### src/uart_ctl_map.svh
// Notes on behaviour
// - five parity settings shared by tx and rx
// - forced settings send constant parity bit
// - parity setting reads back as legal code
// - four receive error flags, separately readable
// - frame/parity/break follow last read character
// - overrun flag sets when overrun happens
// - one clear resets all four flags
// - live ring, carrier, dsr, cts states
// - smart card enable bit, set and clear
// - transmit fifo space flag
// - default tx interrupt on level threshold
// - idle mode interrupts on empty shifter
// - tx interrupt mode readable and writable
// - per-source enables gate the interrupt line
// - raw and masked status both readable
`ifndef UART_CTL_MAP_SVH
`define UART_CTL_MAP_SVH

// ----------------------------------------
// register offsets
// ----------------------------------------
`define OFS_CTRL 8'h00
`define OFS_RXERR 8'h04
`define OFS_MODEM 8'h08
`define OFS_FLAGS 8'h0c
`define OFS_RAW 8'h10
`define OFS_IEN 8'h14
`define OFS_ICLR 8'h18
`define OFS_MASKED 8'h1c

// ----------------------------------------
// field positions and reset values
// ----------------------------------------
`define CTRL_PAR_LSB 0
`define CTRL_PAR_MSB 2
`define CTRL_SMART_BIT 3
`define CTRL_TXMODE_BIT 4
`define CTRL_THR_LSB 8
`define CTRL_THR_W 5
`define CTRL_THR_RESET 5'h08
`define ERR_FE 0
`define ERR_PE 1
`define ERR_BE 2
`define ERR_OE 3
`define FLG_SPACE 0
`define FLG_IDLE 1
`define INT_TX 0
`define INT_OE 1
`define INT_BE 2
`define INT_PE 3
`define INT_FE 4
`define INT_MODEM_LSB 5
`define INT_W 9
`define PAR_NONE 3'h0
`define PAR_EVEN 3'h1
`define PAR_ODD 3'h2
`define PAR_ONE 3'h3
`define PAR_ZERO 3'h4

`endif

### src/uart_ctl_pkg.sv
package uart_ctl_pkg;
`include "uart_ctl_map.svh"

    // parity settings as seen on the control register
    typedef enum logic [2:0] {
        parity_off = `PAR_NONE,
        parity_even_sel = `PAR_EVEN,
        parity_odd_sel = `PAR_ODD,
        parity_forced_high = `PAR_ONE,
        parity_forced_low = `PAR_ZERO
    } parity_sel_t;

    typedef enum logic {
        tx_irq_on_level = 1'b0,
        tx_irq_on_idle = 1'b1
    } tx_irq_mode_t;

    // character arriving from the deserialiser
    typedef struct packed {
        logic valid;
        logic [7:0] data;
        logic par_bit;
    } rx_char_t;

    // error bits of the character popped from the receive fifo
    typedef struct packed {
        logic valid;
        logic frame;
        logic parity;
        logic brk;
    } rx_pop_t;

endpackage : uart_ctl_pkg

### src/uart_ctl.sv
// Implementation choices: the register addresses and strobed register access.
`timescale 1ns/1ps
`include "uart_ctl_map.svh"
module uart_ctl
    import uart_ctl_pkg::*;
#(
    parameter int AW = 8,
    parameter int DW = 8,
    parameter int LW = `CTRL_THR_W
) (
    input wire logic mclk,
    input wire logic resetn,
    input wire logic [AW-1:0] addr,
    input wire logic [31:0] wr_data,
    input wire logic wr_en,
    input wire logic rd_en,
    output logic [31:0] rd_data,
    output logic irq,
    input wire logic [DW-1:0] tx_data,
    output logic tx_par_bit,
    input rx_char_t rx_char,
    output logic rx_par_err,
    input rx_pop_t rx_pop,
    input wire logic rx_overrun,
    input wire logic [LW-1:0] tx_fifo_level,
    input wire logic tx_fifo_full,
    input wire logic tx_shift_busy,
    input wire logic ring_indicator_in,
    input wire logic carrier_detect_in,
    input wire logic data_set_ready_in,
    input wire logic clear_to_send_in,
    output parity_sel_t parity_mode,
    output logic smart_card_en
);

    // ----------------------------------------
    // state
    // ----------------------------------------
    parity_sel_t par_reg;
    logic smart_reg;
    tx_irq_mode_t txmode_reg;
    logic [LW-1:0] thr_reg;
    logic [3:0] err_reg;
    logic [3:0] err_next;
    logic [`INT_W-1:0] raw_reg;
    logic [`INT_W-1:0] raw_next;
    logic [`INT_W-1:0] ien_reg;
    logic [LW-1:0] level_prev_reg;
    logic idle_prev_reg;
    logic [3:0] modem_prev_reg;
    logic [3:0] modem_s;
    logic [31:0] rd_reg;
    logic [31:0] rd_next;
    logic irq_reg;

    // ----------------------------------------
    // address decode
    // ----------------------------------------
    wire logic hit_ctrl = (addr == `OFS_CTRL);
    wire logic hit_rxerr = (addr == `OFS_RXERR);
    wire logic hit_modem = (addr == `OFS_MODEM);
    wire logic hit_flags = (addr == `OFS_FLAGS);
    wire logic hit_raw = (addr == `OFS_RAW);
    wire logic hit_ien = (addr == `OFS_IEN);
    wire logic hit_iclr = (addr == `OFS_ICLR);
    wire logic hit_masked = (addr == `OFS_MASKED);

    wire logic wr_ctrl = wr_en && hit_ctrl;
    wire logic wr_ien = wr_en && hit_ien;
    wire logic wr_iclr = wr_en && hit_iclr;
    // any write here clears all four
    wire logic err_clear = wr_en && hit_rxerr;

    // control write fields
    wire logic [2:0] par_field = wr_data[`CTRL_PAR_MSB:`CTRL_PAR_LSB];
    // undefined codes leave the setting alone
    wire logic par_legal = (par_field <= `PAR_ZERO);
    wire logic [LW-1:0] thr_field = wr_data[`CTRL_THR_LSB +: LW];

    // ----------------------------------------
    // modem status inputs
    // ----------------------------------------
    // pins synchronised before use
    modem_sync #(
        .W(4)
    ) u_modem_sync (
        .mclk(mclk),
        .resetn(resetn),
        .pins({clear_to_send_in, data_set_ready_in,
               carrier_detect_in, ring_indicator_in}),
        .synced(modem_s)
    );

    wire logic [3:0] modem_chg = modem_s ^ modem_prev_reg;

    // ----------------------------------------
    // parity generation and check
    // ----------------------------------------
    parity_unit #(
        .DW(DW)
    ) u_parity (
        .mclk(mclk),
        .resetn(resetn),
        .mode(par_reg),
        .tx_data(tx_data),
        .rx_valid(rx_char.valid),
        .rx_data(rx_char.data),
        .rx_par_bit(rx_char.par_bit),
        .tx_par_bit(tx_par_bit),
        .rx_par_err(rx_par_err)
    );

    // ----------------------------------------
    // transmit status and events
    // ----------------------------------------
    // space while the fifo is not full
    wire logic tx_space = !tx_fifo_full;
    wire logic tx_idle = (tx_fifo_level == '0) && !tx_shift_busy;
    wire logic tx_lvl_evt = (level_prev_reg > thr_reg) &&
        (tx_fifo_level <= thr_reg);
    // fifo empty and last stop bit gone
    wire logic tx_idle_evt = tx_idle && !idle_prev_reg;
    wire logic tx_evt = (txmode_reg == tx_irq_on_idle) ?
        tx_idle_evt : tx_lvl_evt;

    // ----------------------------------------
    // receive error flags
    // ----------------------------------------
    // first occurrence of each error raises its interrupt
    wire logic fe_evt = rx_pop.valid && rx_pop.frame && !err_reg[`ERR_FE];
    wire logic pe_evt = rx_pop.valid && rx_pop.parity && !err_reg[`ERR_PE];
    wire logic be_evt = rx_pop.valid && rx_pop.brk && !err_reg[`ERR_BE];
    wire logic oe_evt = rx_overrun && !err_reg[`ERR_OE];

    // frame, parity and break flags load from popped character, else clear on a write to the error register, else hold
    always_comb begin
        err_next = err_reg;
        if (rx_pop.valid) begin
            err_next[`ERR_FE] = rx_pop.frame;
            err_next[`ERR_PE] = rx_pop.parity;
            err_next[`ERR_BE] = rx_pop.brk;
        end else if (err_clear) begin
            err_next[`ERR_FE] = 1'b0;
            err_next[`ERR_PE] = 1'b0;
            err_next[`ERR_BE] = 1'b0;
        end
        // overrun sets at once, set beats clear
        if (rx_overrun) begin
            err_next[`ERR_OE] = 1'b1;
        end else if (err_clear) begin
            err_next[`ERR_OE] = 1'b0;
        end
    end

    // ----------------------------------------
    // interrupt status
    // ----------------------------------------
    wire logic [`INT_W-1:0] int_set = {modem_chg, fe_evt, pe_evt,
                                       be_evt, oe_evt, tx_evt};
    wire logic [`INT_W-1:0] int_clr = wr_iclr ? wr_data[`INT_W-1:0] : '0;
    // new events win over a clear in the same cycle
    assign raw_next = (raw_reg & ~int_clr) | int_set;
    // only enabled sources reach the line
    wire logic [`INT_W-1:0] masked = raw_reg & ien_reg;

    // ----------------------------------------
    // read data
    // ----------------------------------------
    // raw and masked views on two offsets
    always_comb begin
        rd_next = 32'h0000_0000;
        if (!rd_en) begin
            rd_next = 32'h0000_0000;
        end else if (hit_ctrl) begin
            rd_next[`CTRL_PAR_MSB:`CTRL_PAR_LSB] = par_reg;
            rd_next[`CTRL_SMART_BIT] = smart_reg;
            rd_next[`CTRL_TXMODE_BIT] = txmode_reg;
            rd_next[`CTRL_THR_LSB +: LW] = thr_reg;
        end else if (hit_rxerr) begin
            rd_next[3:0] = err_reg;
        end else if (hit_modem) begin
            rd_next[3:0] = modem_s;
        end else if (hit_flags) begin
            rd_next[`FLG_SPACE] = tx_space;
            rd_next[`FLG_IDLE] = tx_idle;
        end else if (hit_raw) begin
            rd_next[`INT_W-1:0] = raw_reg;
        end else if (hit_ien) begin
            rd_next[`INT_W-1:0] = ien_reg;
        end else if (hit_masked) begin
            rd_next[`INT_W-1:0] = masked;
        end
    end

    // ----------------------------------------
    // control register
    // ----------------------------------------
    // software writable settings
    always_ff @(posedge mclk or negedge resetn) begin
        if (!resetn) begin
            par_reg <= parity_off;
            smart_reg <= 1'b0;
            txmode_reg <= tx_irq_on_level;
            thr_reg <= `CTRL_THR_RESET;
        end else if (wr_ctrl) begin
            if (par_legal) begin
                par_reg <= parity_sel_t'(par_field);
            end
            smart_reg <= wr_data[`CTRL_SMART_BIT];
            txmode_reg <= tx_irq_mode_t'(wr_data[`CTRL_TXMODE_BIT]);
            thr_reg <= thr_field;
        end
    end

    // ----------------------------------------
    // status and history registers
    // ----------------------------------------
    always_ff @(posedge mclk or negedge resetn) begin
        if (!resetn) begin
            err_reg <= 4'h0;
            raw_reg <= '0;
            level_prev_reg <= '0;
            idle_prev_reg <= 1'b1;
            modem_prev_reg <= 4'h0;
        end else begin
            err_reg <= err_next;
            raw_reg <= raw_next;
            level_prev_reg <= tx_fifo_level;
            idle_prev_reg <= tx_idle;
            modem_prev_reg <= modem_s;
        end
    end

    // interrupt enables
    always_ff @(posedge mclk or negedge resetn) begin
        if (!resetn) begin
            ien_reg <= '0;
        end else if (wr_ien) begin
            ien_reg <= wr_data[`INT_W-1:0];
        end
    end

    // ----------------------------------------
    // registered outputs
    // ----------------------------------------
    // line high while an enabled bit is set
    always_ff @(posedge mclk or negedge resetn) begin
        if (!resetn) begin
            rd_reg <= 32'h0000_0000;
            irq_reg <= 1'b0;
        end else begin
            rd_reg <= rd_next;
            irq_reg <= |masked;
        end
    end

    assign rd_data = rd_reg;
    assign irq = irq_reg;
    assign parity_mode = par_reg;
    assign smart_card_en = smart_reg;

endmodule : uart_ctl

### src/modem_sync.sv
`timescale 1ns/1ps
module modem_sync #(
    parameter int W = 4
) (
    input wire logic mclk,
    input wire logic resetn,
    input wire logic [W-1:0] pins,
    output logic [W-1:0] synced
);
    logic [W-1:0] stage1_reg;
    logic [W-1:0] stage2_reg;

    // two flops, the first read only by the second
    always_ff @(posedge mclk or negedge resetn) begin
        if (!resetn) begin
            stage1_reg <= '0;
            stage2_reg <= '0;
        end else begin
            stage1_reg <= pins;
            stage2_reg <= stage1_reg;
        end
    end

    assign synced = stage2_reg;
endmodule : modem_sync

### src/parity_unit.sv
`timescale 1ns/1ps
module parity_unit
    import uart_ctl_pkg::*;
#(
    parameter int DW = 8
) (
    input wire logic mclk,
    input wire logic resetn,
    input parity_sel_t mode,
    input wire logic [DW-1:0] tx_data,
    input wire logic rx_valid,
    input wire logic [DW-1:0] rx_data,
    input wire logic rx_par_bit,
    output logic tx_par_bit,
    output logic rx_par_err
);
    logic tx_par_reg;
    logic rx_err_reg;

    // parity bit owed for a word under a setting
    function automatic logic par_of(parity_sel_t m, logic [DW-1:0] d);
        case (m)
            parity_even_sel: par_of = ^d;
            parity_odd_sel: par_of = ~^d;
            parity_forced_high: par_of = 1'b1;
            default: par_of = 1'b0;
        endcase
    endfunction : par_of

    wire logic tx_par_next = par_of(mode, tx_data);
    wire logic rx_err_next = rx_valid && (mode != parity_off) &&
        (rx_par_bit != par_of(mode, rx_data));

    always_ff @(posedge mclk or negedge resetn) begin
        if (!resetn) begin
            tx_par_reg <= 1'b0;
            rx_err_reg <= 1'b0;
        end else begin
            tx_par_reg <= tx_par_next;
            rx_err_reg <= rx_err_next;
        end
    end

    assign tx_par_bit = tx_par_reg;
    assign rx_par_err = rx_err_reg;
endmodule : parity_unit

### config.mk
export PLATFORM = sky130hd
export DESIGN_NAME = uart_ctl
export DESIGN_NICKNAME = d
export VERILOG_FILES = /design/src/uart_ctl_pkg.sv /design/src/uart_ctl.sv /design/src/modem_sync.sv /design/src/parity_unit.sv
export VERILOG_INCLUDE_DIRS = /design/src
export SDC_FILE = /design/constraint.sdc
export NUM_CORES = 1
export LEC_CHECK = 0
export CORE_MARGIN = 5
export CORE_UTILIZATION = 60
export CTS_BUF_LIST = sky130_fd_sc_hd__clkbuf_8
export DETAILED_ROUTE_END_ITERATION = 10
export DONT_BUFFER_PORTS = 1
export PLACE_DENSITY_LB_ADDON = 0.3
export SYNTH_ARGS = -nofsm -noshare
export SYNTH_HDL_FRONTEND = slang
export SYNTH_SLANG_ARGS = --single-unit
### constraint.sdc
create_clock -name mclk -period 4 [get_ports mclk]
set_input_delay 0.2 -clock mclk [delete_from_list [all_inputs] [get_ports mclk]]
set_output_delay 0.2 -clock mclk [all_outputs]
set_load 0.02 [all_outputs]
==> results of run 1 <==
-- power by group --
group	switching [W]	total [W]	internal [W]
logic	0.0000836	0.000166	0.0000828
clock network	0.000258	0.000603	0.000345
registers	0.0000280	0.000722	0.000694
total	0.000370	0.00149	0.00112
-- synthesized netlist by cell type, types with 2 or more instances --
library cell | count | area, µm²
a21o_1 | 2 | 15.01
buf_1 | 2 | 7.510
a22oi_1 | 3 | 22.52
nor2_1 | 22 | 82.58
mux2_2 | 16 | 180.2
nand2b_1 | 2 | 12.51
buf_4 | 19 | 142.6
ha_1 | 10 | 125.1
a22o_1 | 2 | 17.52
nand2_1 | 41 | 153.9
inv_1 | 12 | 45.04
nand3_1 | 6 | 30.03
mux2i_1 | 9 | 90.09
nor2b_1 | 6 | 37.54
nor3b_1 | 2 | 15.01
and3_1 | 4 | 25.02
and2_1 | 4 | 25.02
a31oi_1 | 8 | 50.05
xor2_1 | 2 | 17.52
dfrtp_1 | 64 | 1602
a32oi_1 | 2 | 17.52
nor3_1 | 2 | 10.01
clkbuf_1 | 4 | 15.01
o21ai_0 | 14 | 70.07
dfstp_2 | 2 | 52.55
o22ai_1 | 3 | 18.77
a21oi_1 | 4 | 20.02
a211oi_1 | 5 | 37.54
xnor2_1 | 16 | 140.1
-- kinds of logic (layout without fill, tap and decap cells) --
kind of cell / after synthesis / after routing / share of synthesized area, %
other: 1 / 19 / 0.1160
buffers and inverters: 40 / 62 / 7.162
xor gates and xnor gates: 18 / 18 / 4.878
AOI/OAI and AO/OA: 49 / 49 / 9.912
and+or+nand+nor: 97 / 97 / 14.52
adders and majority gates: 10 / 10 / 3.871
DFF: 66 / 66 / 51.18
muxes: 25 / 25 / 8.362
-- worst max-delay path, stage by stage, from the launching register on --
cell,delay [ps]
dfrtp_1,590
and3b_2,260
o31ai_1,230
a21boi_1,90
dlygate4sd3_1,550
-- stage by stage --
stage	utilization, %	hold slack (ps)	instance area (µm²)
2_1_floorplan	-	-95.59	3299
3_3_place_gp	61.88	-94.29	3201
3_5_place_dp	61.88	-94.14	3201
4_1_cts	72.50	0.9663	3750
5_1_grt	72.88	0.5378	3770
6_report	72.88	18.69	3770
-- final cells by class --
cell class	instances	area share, %
timing repair buffer	34	9.492
tap	70	2.323
multi-input combinational	218	37.50
inverter	12	1.195
clock inverter	7	2.323
clock buffer	9	3.286
sequential	66	43.88
-- final timing paths --
| path | start | to |
|---|---|---|
| worst max-delay path | parity_mode[0] | u_parity.rx_par_err |
| worst min-delay path | wr_data[0] | parity_mode[1] |
| worst max register to register | parity_mode[0] | u_parity.rx_par_err |
| worst min register to register | u_modem_sync.stage1_reg[2] | u_modem_sync.synced[2] |
| max in group asynchronous | resetn | idle_prev_reg |
| min in group asynchronous | resetn | rd_data[11] |
-- layer usage --
layer | share of wire, % | global-route usage [%] | vias to the layer above
li1 | - | - | 1080
met1 | 40 | 27.87 | 1140
met2 | 48 | 34.77 | 106
met3 | 8.6 | 6.733 | 24
met4 | 3.4 | 11.00 | 0
met5 | 0 | 0 | -
-- cells in the final DEF (no fill, tap or decap), types with 3 or more instances in the layout --
cell type | netlist | layout
dfrtp_1 | 64 | 64
nand2_1 | 41 | 41
dlygate4sd3_1 | 0 | 33
nor2_1 | 22 | 22
conb_1 | 1 | 19
xnor2_1 | 16 | 16
mux2_2 | 16 | 16
inv_1 | 12 | 14
o21ai_0 | 14 | 14
ha_1 | 10 | 10
mux2i_1 | 9 | 9
clkbuf_8 | 0 | 9
a31oi_1 | 8 | 8
nor2b_1 | 6 | 6
nand3_1 | 6 | 6
a211oi_1 | 5 | 5
and3_1 | 4 | 4
and2_1 | 4 | 4
a21oi_1 | 4 | 4
a22oi_1 | 3 | 3
o22ai_1 | 3 | 3
==> results.toml, run 1 <==
[clocking]
worstSkewPairLatency_ps = 350
cts.sink_count = 66
hold_buffers = 32
cts-htree-levels = 3
clkTransAtPathRegs_ps = 70
cts_buffers = 9
cts_tree = "built"
cts_max_path_buffers = 2
cts_root_buf = "clkbuf_8"
ctsResizeCount = 0
post_cts_buffers = 0

[finish]
drive_gt1_share_pct = 10.98
n_fill_cell = 351
finalNonFillerCells = 416
largest_reg_flops = 13
fin_nets = 429
synthToLayoutAreaGrowth_pct = 16.65
multi_input_area_um2 = 1414
antennaDiodeCount = 0
regArea_um2 = 1654

[place]
gp_congestion = 0.9087
dp_cells = 366
dp_slack_ps = 2189
hpwlAfterDp_um = 4801
portBuffers = 0

[timing]
clock_skew_ps = 17.87
fin_crit_sh_pct = 45.70
tightest_slew_ps = 737.2
hold_viol_final = 0
min_period_ps = 1828
setup_viol = 0
setup_slack_ps = 2172
grt_setup_unrepaired = "no"
fin_setup_tns_ps = 0
finalMaxSlewViolations = 0
max_freq_mhz = 547.1
relSlewSlack_pct = 50.58

[power]
ir_drop_uv = 249.3
power.density_nw_per_um2 = 395.6
leakagePower_nw = 1.749
power_w = 0.001492

[min_path]
whs_path_depth = 2
hold_path.class = "in2reg"

[setup_path]
reg2reg_slack_ps = 2170
cp.required_ps = 4230
start_kind = "flip-flop"
worstSetupPathType = "reg2reg"
worstPathArrival_ps = 2050
worst_r2r_path_depth = 4
cp_max_fo = 7
worstSetupEndpointType = "flip-flop"

[global_route]
track_usage_pct = 22.20
grt_pass1_vias = 2460
grt_max_degree = 67
grt_pass1_wl_um = 12250
antenna_found_initial = 0
grt_overflow_total = 0

[die]
rows = 26
start_util_pct = 62.48
core_um2 = 5172
die_h_um = 83.39
dieArea_um2 = 6954
io-pin-count = 117
fp.dieW_um = 83.39

[logic_synthesis]
synth_edf_count = 0
syn-instance-count = 306
ys_seq_elements = 66
synth.cell_area_um2 = 3232
synth_warnings = 0
synth-main-ff-cell = "dfrtp_1"
synthArstFlopShare_pct = 100.0
ys_seq_area_share_pct = 51.18
synthDistinctLibCells = 47
syn_avg_cell_area_um2 = 10.56

[routing]
final_antenna_net_count = 0
drc = 0
drt_iter0_drc = 246
dr_total_vias = 2350
routed_wirelength_um = 7137
via_per_inst = 5.649
wl_per_cell_um = 17.16
dr.pass1.iters = 4

[status]
status = "finished clean"

[run]
maxCapViolCount = 0
No activity file was read; power rests on OpenSTA's default activity.
==> inputs of run 2 (changes only) <==
Settings changed: ABC_AREA from default to 1, CORE_UTILIZATION 60 to 59.
Clock period 4 ns to 1.5 ns, I/O delays scaled along.
==> run 2 against run 1 <==
Effect of this change: the run now ends with hold timing, setup timing left; first-iteration DRC count shrank 6.9%; global-route usage grew 0.066 points; sequential share of layout area down 3.8 points; utilization down 2.3 points; count of clock-buffer cells in the layout is 1 higher; synthesized cell count grew 33%; register-to-register slack worse by 2300 ps; non-clock buffer count is 1 higher; largest power group unchanged.
==> results.toml, run 2 <==
[timing]
relSlewSlack_pct = 63.58
max_freq_mhz = 631.4
fin_crit_sh_pct = 105.6
hold_viol_final = 66
finalMaxSlewViolations = 0
hold_slack_ps = -589.9
grt_setup_unrepaired = "yes"
tightest_slew_ps = 542.1
setup_slack_ps = -83.70
clock_skew_ps = 8.018
setup_viol = 1
fin_setup_tns_ps = -83.70
min_period_ps = 1584

[setup_path]
startpoint = "thr_reg[3]"
worstSetupEndpointType = "flip-flop"
cp.required_ps = 1780
start_kind = "flip-flop"
worstSetupPathType = "reg2reg"
cp_max_fo = 3
r2r_start = "thr_reg[3]"
worstPathArrival_ps = 1870

[logic_synthesis]
synth-main-ff-cell = "dfrtp_1"
synthDistinctLibCells = 33
ys_seq_elements = 66
synth_edf_count = 0
syn-instance-count = 407
synth.cell_area_um2 = 3490
synthArstFlopShare_pct = 100.0
synth_warnings = 0
synth_commonest_cells = "nand2_1 (105), dfrtp_1 (64), inv_1 (56)"
synth_most_common_cell = "nand2_1"
synth_area_leaders = "dfrtp_1 (46%), nand2_1 (11%), inv_1 (6.0%)"
syn_avg_cell_area_um2 = 8.574
synth_top_cell_by_area = "dfrtp_1"
ys_seq_area_share_pct = 47.40
synth_top_cell_area_share_pct = 45.89

[power]
power_frac_seq_pct = 44.9
ir_drop_uv = 885.8
clockPowerShare_pct = 43.8
power_frac_comb_pct = 11.3
power.net_switching_w = 0.001057
power_w = 0.004264
leakagePower_nw = 2.054
p_int_w = 0.003207
switching_share_pct = 24.79
power.density_nw_per_um2 = 1032

[die]
die_h_um = 86.91
io-pin-count = 117
fp.dieW_um = 86.91
start_util_pct = 59.65
dieArea_um2 = 7552
core_um2 = 5851
rows = 28

[global_route]
grt_pass1_vias = 2671
antenna_found_initial = 0
met3_usage_pct = 7.758
grt_pass1_wl_um = 12800
grt_overflow_total = 0
grt_util_met1_pct = 28.52
track_usage_pct = 22.26
grt-busiest-layer = "met2"
grtUsageMet2_pct = 35.27
grt_max_degree = 67

[clocking]
cts-htree-levels = 3
cts_tree = "built"
hold_buffers = 29
cts_max_path_buffers = 2
cts_buffers = 9
cts.sink_count = 66
cts_root_buf = "clkbuf_8"
worstSkewPairLatency_ps = 350
clkTransAtPathRegs_ps = 80

[finish]
fin_nets = 539
drive_gt1_share_pct = 12.72
multi_input_area_um2 = 1565
layout_common_cells = "nand2_1 (104), dfrtp_1 (64), inv_1 (54), dlygate4sd3_1 (29), nor2_1 (20)"
regArea_um2 = 1654
n_fill_cell = 438
layout_commonest_cell = "nand2_1"
largest_reg_flops = 13
antennaDiodeCount = 0
finalNonFillerCells = 531
synthToLayoutAreaGrowth_pct = 18.39

[place]
gp_congestion = 0.9372
dp_cells = 484
dp_slack_ps = -96.40
hpwlAfterDp_um = 5654
portBuffers = 0

[routing]
dr_total_vias = 2796
routed_wirelength_um = 8082
final_antenna_net_count = 0
drc = 0
via_per_inst = 5.266
dr.pass1.iters = 4
drt_iter0_drc = 229
wl_per_cell_um = 15.22

[min_path]
hold_path.class = "in2async"

[status]
violations = "hold timing, setup timing"
status = "finished, violations left"

[run]
maxCapViolCount = 0
-- run 2: per-stage QoR --
step	area (µm²)	util, %
finish	4131	70.62
global route	4131	70.62
floorplan	3557	-
detailed placement	3531	60.35
CTS	4099	70.06
global placement	3531	60.35
-- run 2: power by group through the flow --
| stage | Combinational, W | Sequential, W | Clock [W] |
|---|---|---|---|
| floorplan | 0.000349 | 0.00193 | 0 |
| global placement | 0.000355 | 0.00194 | 0 |
| detailed placement | 0.000377 | 0.00194 | 0 |
| CTS | 0.000461 | 0.00191 | 0.00188 |
| global route | 0.000539 | 0.00192 | 0.00198 |
| finish | 0.000484 | 0.00191 | 0.00187 |
-- run 2: worst max-delay path, stage by stage, from the launching register on --
cell and delay (ps):
dfstp_2 550, inv_4 50, ha_4 260, nand4_1 110, buf_4 160, o21ai_1 190, nand3_1 100, nand3_1 90
-- run 2: layout make-up --
cell class	count	area share, %
flip-flops and latches	66	40.04
clock buffers	10	3.331
well taps	75	2.271
clock inverters	6	2.756
multi-input cells	278	37.89
repair buffers	35	8.116
inverters	61	5.603
-- run 2: logic make-up after synthesis --
| kind of cell | count (synthesis) | synth area share, % |
|---|---|---|
| flops | 66 | 47.40 |
| buf+inv | 81 | 10.86 |
| compound gates | 68 | 11.51 |
| simple gates | 169 | 23.52 |
| fa+ha+maj | 10 | 3.586 |
| xor+xnor | 12 | 3.012 |
| other cells | 1 | 0.1075 |
-- run 2: worst paths after layout --
check                      cells after the start                      to  slack [ps]
hold reg to reg                                0  u_modem_sync.synced[2]         340
max in group asynchronous                      0              thr_reg[3]        1900
hold / removal                                 0              rd_data[4]        -590
min in group mclk                              2              raw_reg[2]          10
setup reg to reg                               7              raw_reg[0]         -80
setup / recovery                               7              raw_reg[0]         -80
-- run 2: routing by layer --
layer  part of all wire (%)  vias to the layer above  wire length (µm)
met4                    2.2                        0               174
met3                    9.1                       14               732
met1                     40                     1315              3258
met5                      0                        -                 0
met2                     48                      114              3917
li1                       -                     1353                 -
-- run 2: repair_timing --
item | 4_1_cts | 5_1_grt
hold endpoints to repair | 108 | 66
setup buffers | 1 | 1
gates resized for setup | 6 | 7
pin swaps | 2 | 5
setup endpoints to repair | 1 | 1
==> inputs of run 3 (changes only) <==
Settings changed: CORE_UTILIZATION 59 to 60, SYNTH_HIERARCHICAL from default to 1.
Clock period 1.5 ns to 1.7 ns, I/O delays scaled along.
==> run 3 against run 2 <==
Effect of this change: count of clock-buffer cells in the layout grew 1; area after synthesis up 3.3%; final area up 0.33%; highest routed layer unchanged; die area grew 1.4%; first-iteration DRC count fell by 42%; worst setup slack improved by 210 ps; critical path depth rose by 1; critical path type unchanged; sequential cell count unchanged; synthesized cell count is 6.9% higher; clock power fell by 40%; register-to-register slack gained 210 ps; the flow now finishes without violations.
==> results.toml, run 3 <==
[finish]
antennaDiodeCount = 0
layout_common_cells = "nand2_1 (113), dfrtp_1 (64), inv_1 (57), dlygate4sd3_1 (36), nor2_1 (27)"
finalNonFillerCells = 558
synthToLayoutAreaGrowth_pct = 15.03
fin_nets = 569
drive_gt1_share_pct = 10.35
layout_commonest_cell = "nand2_1"
largest_reg_flops = 13

[logic_synthesis]
synth-main-ff-cell = "dfrtp_1"
synth_edf_count = 0
ys_seq_area_share_pct = 45.90
ys_seq_elements = 66
synth_commonest_cells = "nand2_1 (113), dfrtp_1 (64), inv_1 (55)"
syn_avg_cell_area_um2 = 8.284
syn-instance-count = 435
synth_warnings = 6
synthArstFlopShare_pct = 100.0
synthDistinctLibCells = 38
synth_top_cell_area_share_pct = 44.44
synth_area_leaders = "dfrtp_1 (44%), nand2_1 (12%), inv_1 (5.7%)"
synth_top_cell_by_area = "dfrtp_1"
synth_most_common_cell = "nand2_1"
synth.cell_area_um2 = 3603

[min_path]
hold_path.class = "in2reg"
min_to = "err_reg[2]"
whs_path_depth = 3
min_from = "wr_en"

[clocking]
cts_max_path_buffers = 2
cts_root_buf = "clkbuf_8"
clkTransAtPathRegs_ps = 70
cts_buffers = 9
post_cts_buffers = 0
cts_tree = "built"
worstSkewPairLatency_ps = 340
cts.sink_count = 66
cts-htree-levels = 3

[timing]
fin_crit_sh_pct = 92.34
tightest_slew_ps = 544.6
finalMaxSlewViolations = 0
min_period_ps = 1570
grt_setup_unrepaired = "no"
setup_slack_ps = 130.2
max_freq_mhz = 637.0
hold_viol_final = 0
setup_viol = 0
clock_skew_ps = 5.603
relSlewSlack_pct = 63.42
fin_setup_tns_ps = 0

[routing]
routed_wirelength_um = 8115
drt_iter0_drc = 132
dr_total_vias = 2920
final_antenna_net_count = 0
via_per_inst = 5.233
drc = 0
wl_per_cell_um = 14.54
dr.pass1.iters = 4

[setup_path]
reg2reg_slack_ps = 130
worst_r2r_path_depth = 8
worstPathArrival_ps = 1850
start_kind = "flip-flop"
cp.required_ps = 1980
worstSetupPathType = "reg2reg"
worstReg2RegEnd = "raw_reg[0]"
r2r_start = "thr_reg[3]"
worstSetupEndpointType = "flip-flop"
cp_max_fo = 4

[place]
portBuffers = 0
dp_slack_ps = 131.8
gp_congestion = 0.8921
dp_cells = 508
hpwlAfterDp_um = 5936

[die]
die_h_um = 87.50
core_um2 = 5886
io-pin-count = 117
dieArea_um2 = 7655
rows = 28
start_util_pct = 61.22
fp.dieW_um = 87.50

[global_route]
grt_max_degree = 67
grt_overflow_total = 0
track_usage_pct = 22.65
antenna_found_initial = 0
grt_pass1_vias = 2895
grt_pass1_wl_um = 13300

[status]
status = "finished clean"

[power]
power.density_nw_per_um2 = 793.1
ir_drop_uv = 601.4
leakagePower_nw = 2.180

[run]
maxCapViolCount = 0
## run 3: cell types whose count changed after synthesis, sizes merged, moves of 3 or more
cell,previous run,this run
nand2,107,120
nor3,4,9
nand3,20,24
o211ai,4,1
o211a,3,0
nand4,4,8
inv,61,64
nor2,31,35
## run 3: cells by family after synthesis
group / synth area share (%)
adder cells (fa/ha/maj): 3.472
flip-flops: 45.90
buffers and inverters: 11.87
AO/OA/AOI/OAI: 10.35
other: 0.1041
XOR/XNOR: 2.431
AND/OR/NAND/NOR: 25.87
## run 3: layout make-up
class                           instances  area (µm²)
Sequential cell                        66        1654
Tap cell                               75       93.84
Inverter                               65       246.5
Timing Repair Buffer                   39       402.9
Clock inverter                          2       7.507
Multi-Input combinational cell        300        1589
Fill cell                             466        1740
Clock buffer                           11       151.4
## run 3: worst max-delay path, stage by stage, from the launching register on
cell and delay [ps]:
dfstp_2 520, inv_1 90, ha_1 300, nand2_1 60
inv_1 90, nand3_1 70, o211ai_1 180, nand4_1 120
nand3_1 80
## run 3: repair_timing
action                                 in CTS  in global routing
hold buffers                               37                  0
gates resized for setup                     0                  0
endpoints found under the hold margin     113                  0
## run 3: power breakdown
part	internal (W)	switching, W
combinational	0.000181	0.000277
clock	0.000574	0.000544
sequential	0.00165	0.0000665
total	0.00240	0.000887
## run 3: worst max-delay path by stage
| stage | endpoint | slack (ps) | cells after the start | from |
|---|---|---|---|---|
| global placement | raw_reg[0] | 200 | 8 | thr_reg[3] |
| detailed placement | raw_reg[0] | 130 | 8 | thr_reg[3] |
| finish | raw_reg[0] | 130 | 8 | thr_reg[3] |
| global route | raw_reg[4] | 40 | 7 | addr[1] |
| floorplan | raw_reg[0] | 300 | 8 | thr_reg[3] |
| CTS | raw_reg[0] | 130 | 8 | thr_reg[3] |
## run 3: per-stage QoR
step / cell area, µm² / total power [W] / util [%] / hold WS [ps]
floorplan: 3671 / 0.002054 / - / -210.6
finish: 4145 / 0.003287 / 70.43 / 33.86
CTS: 4145 / 0.003305 / 70.43 / 26.60
detailed placement: 3598 / 0.002094 / 61.14 / -208.5
global placement: 3598 / 0.002075 / 61.14 / -208.0
global route: 4145 / 0.003445 / 70.43 / 47.83
## run 3: layer usage
metal  part of all wire, %  GRT usage [%]
met1                    41          27.53
met2                    49          38.84
met3                   7.5          4.825
met4                   1.9          9.344
met5                     0              0
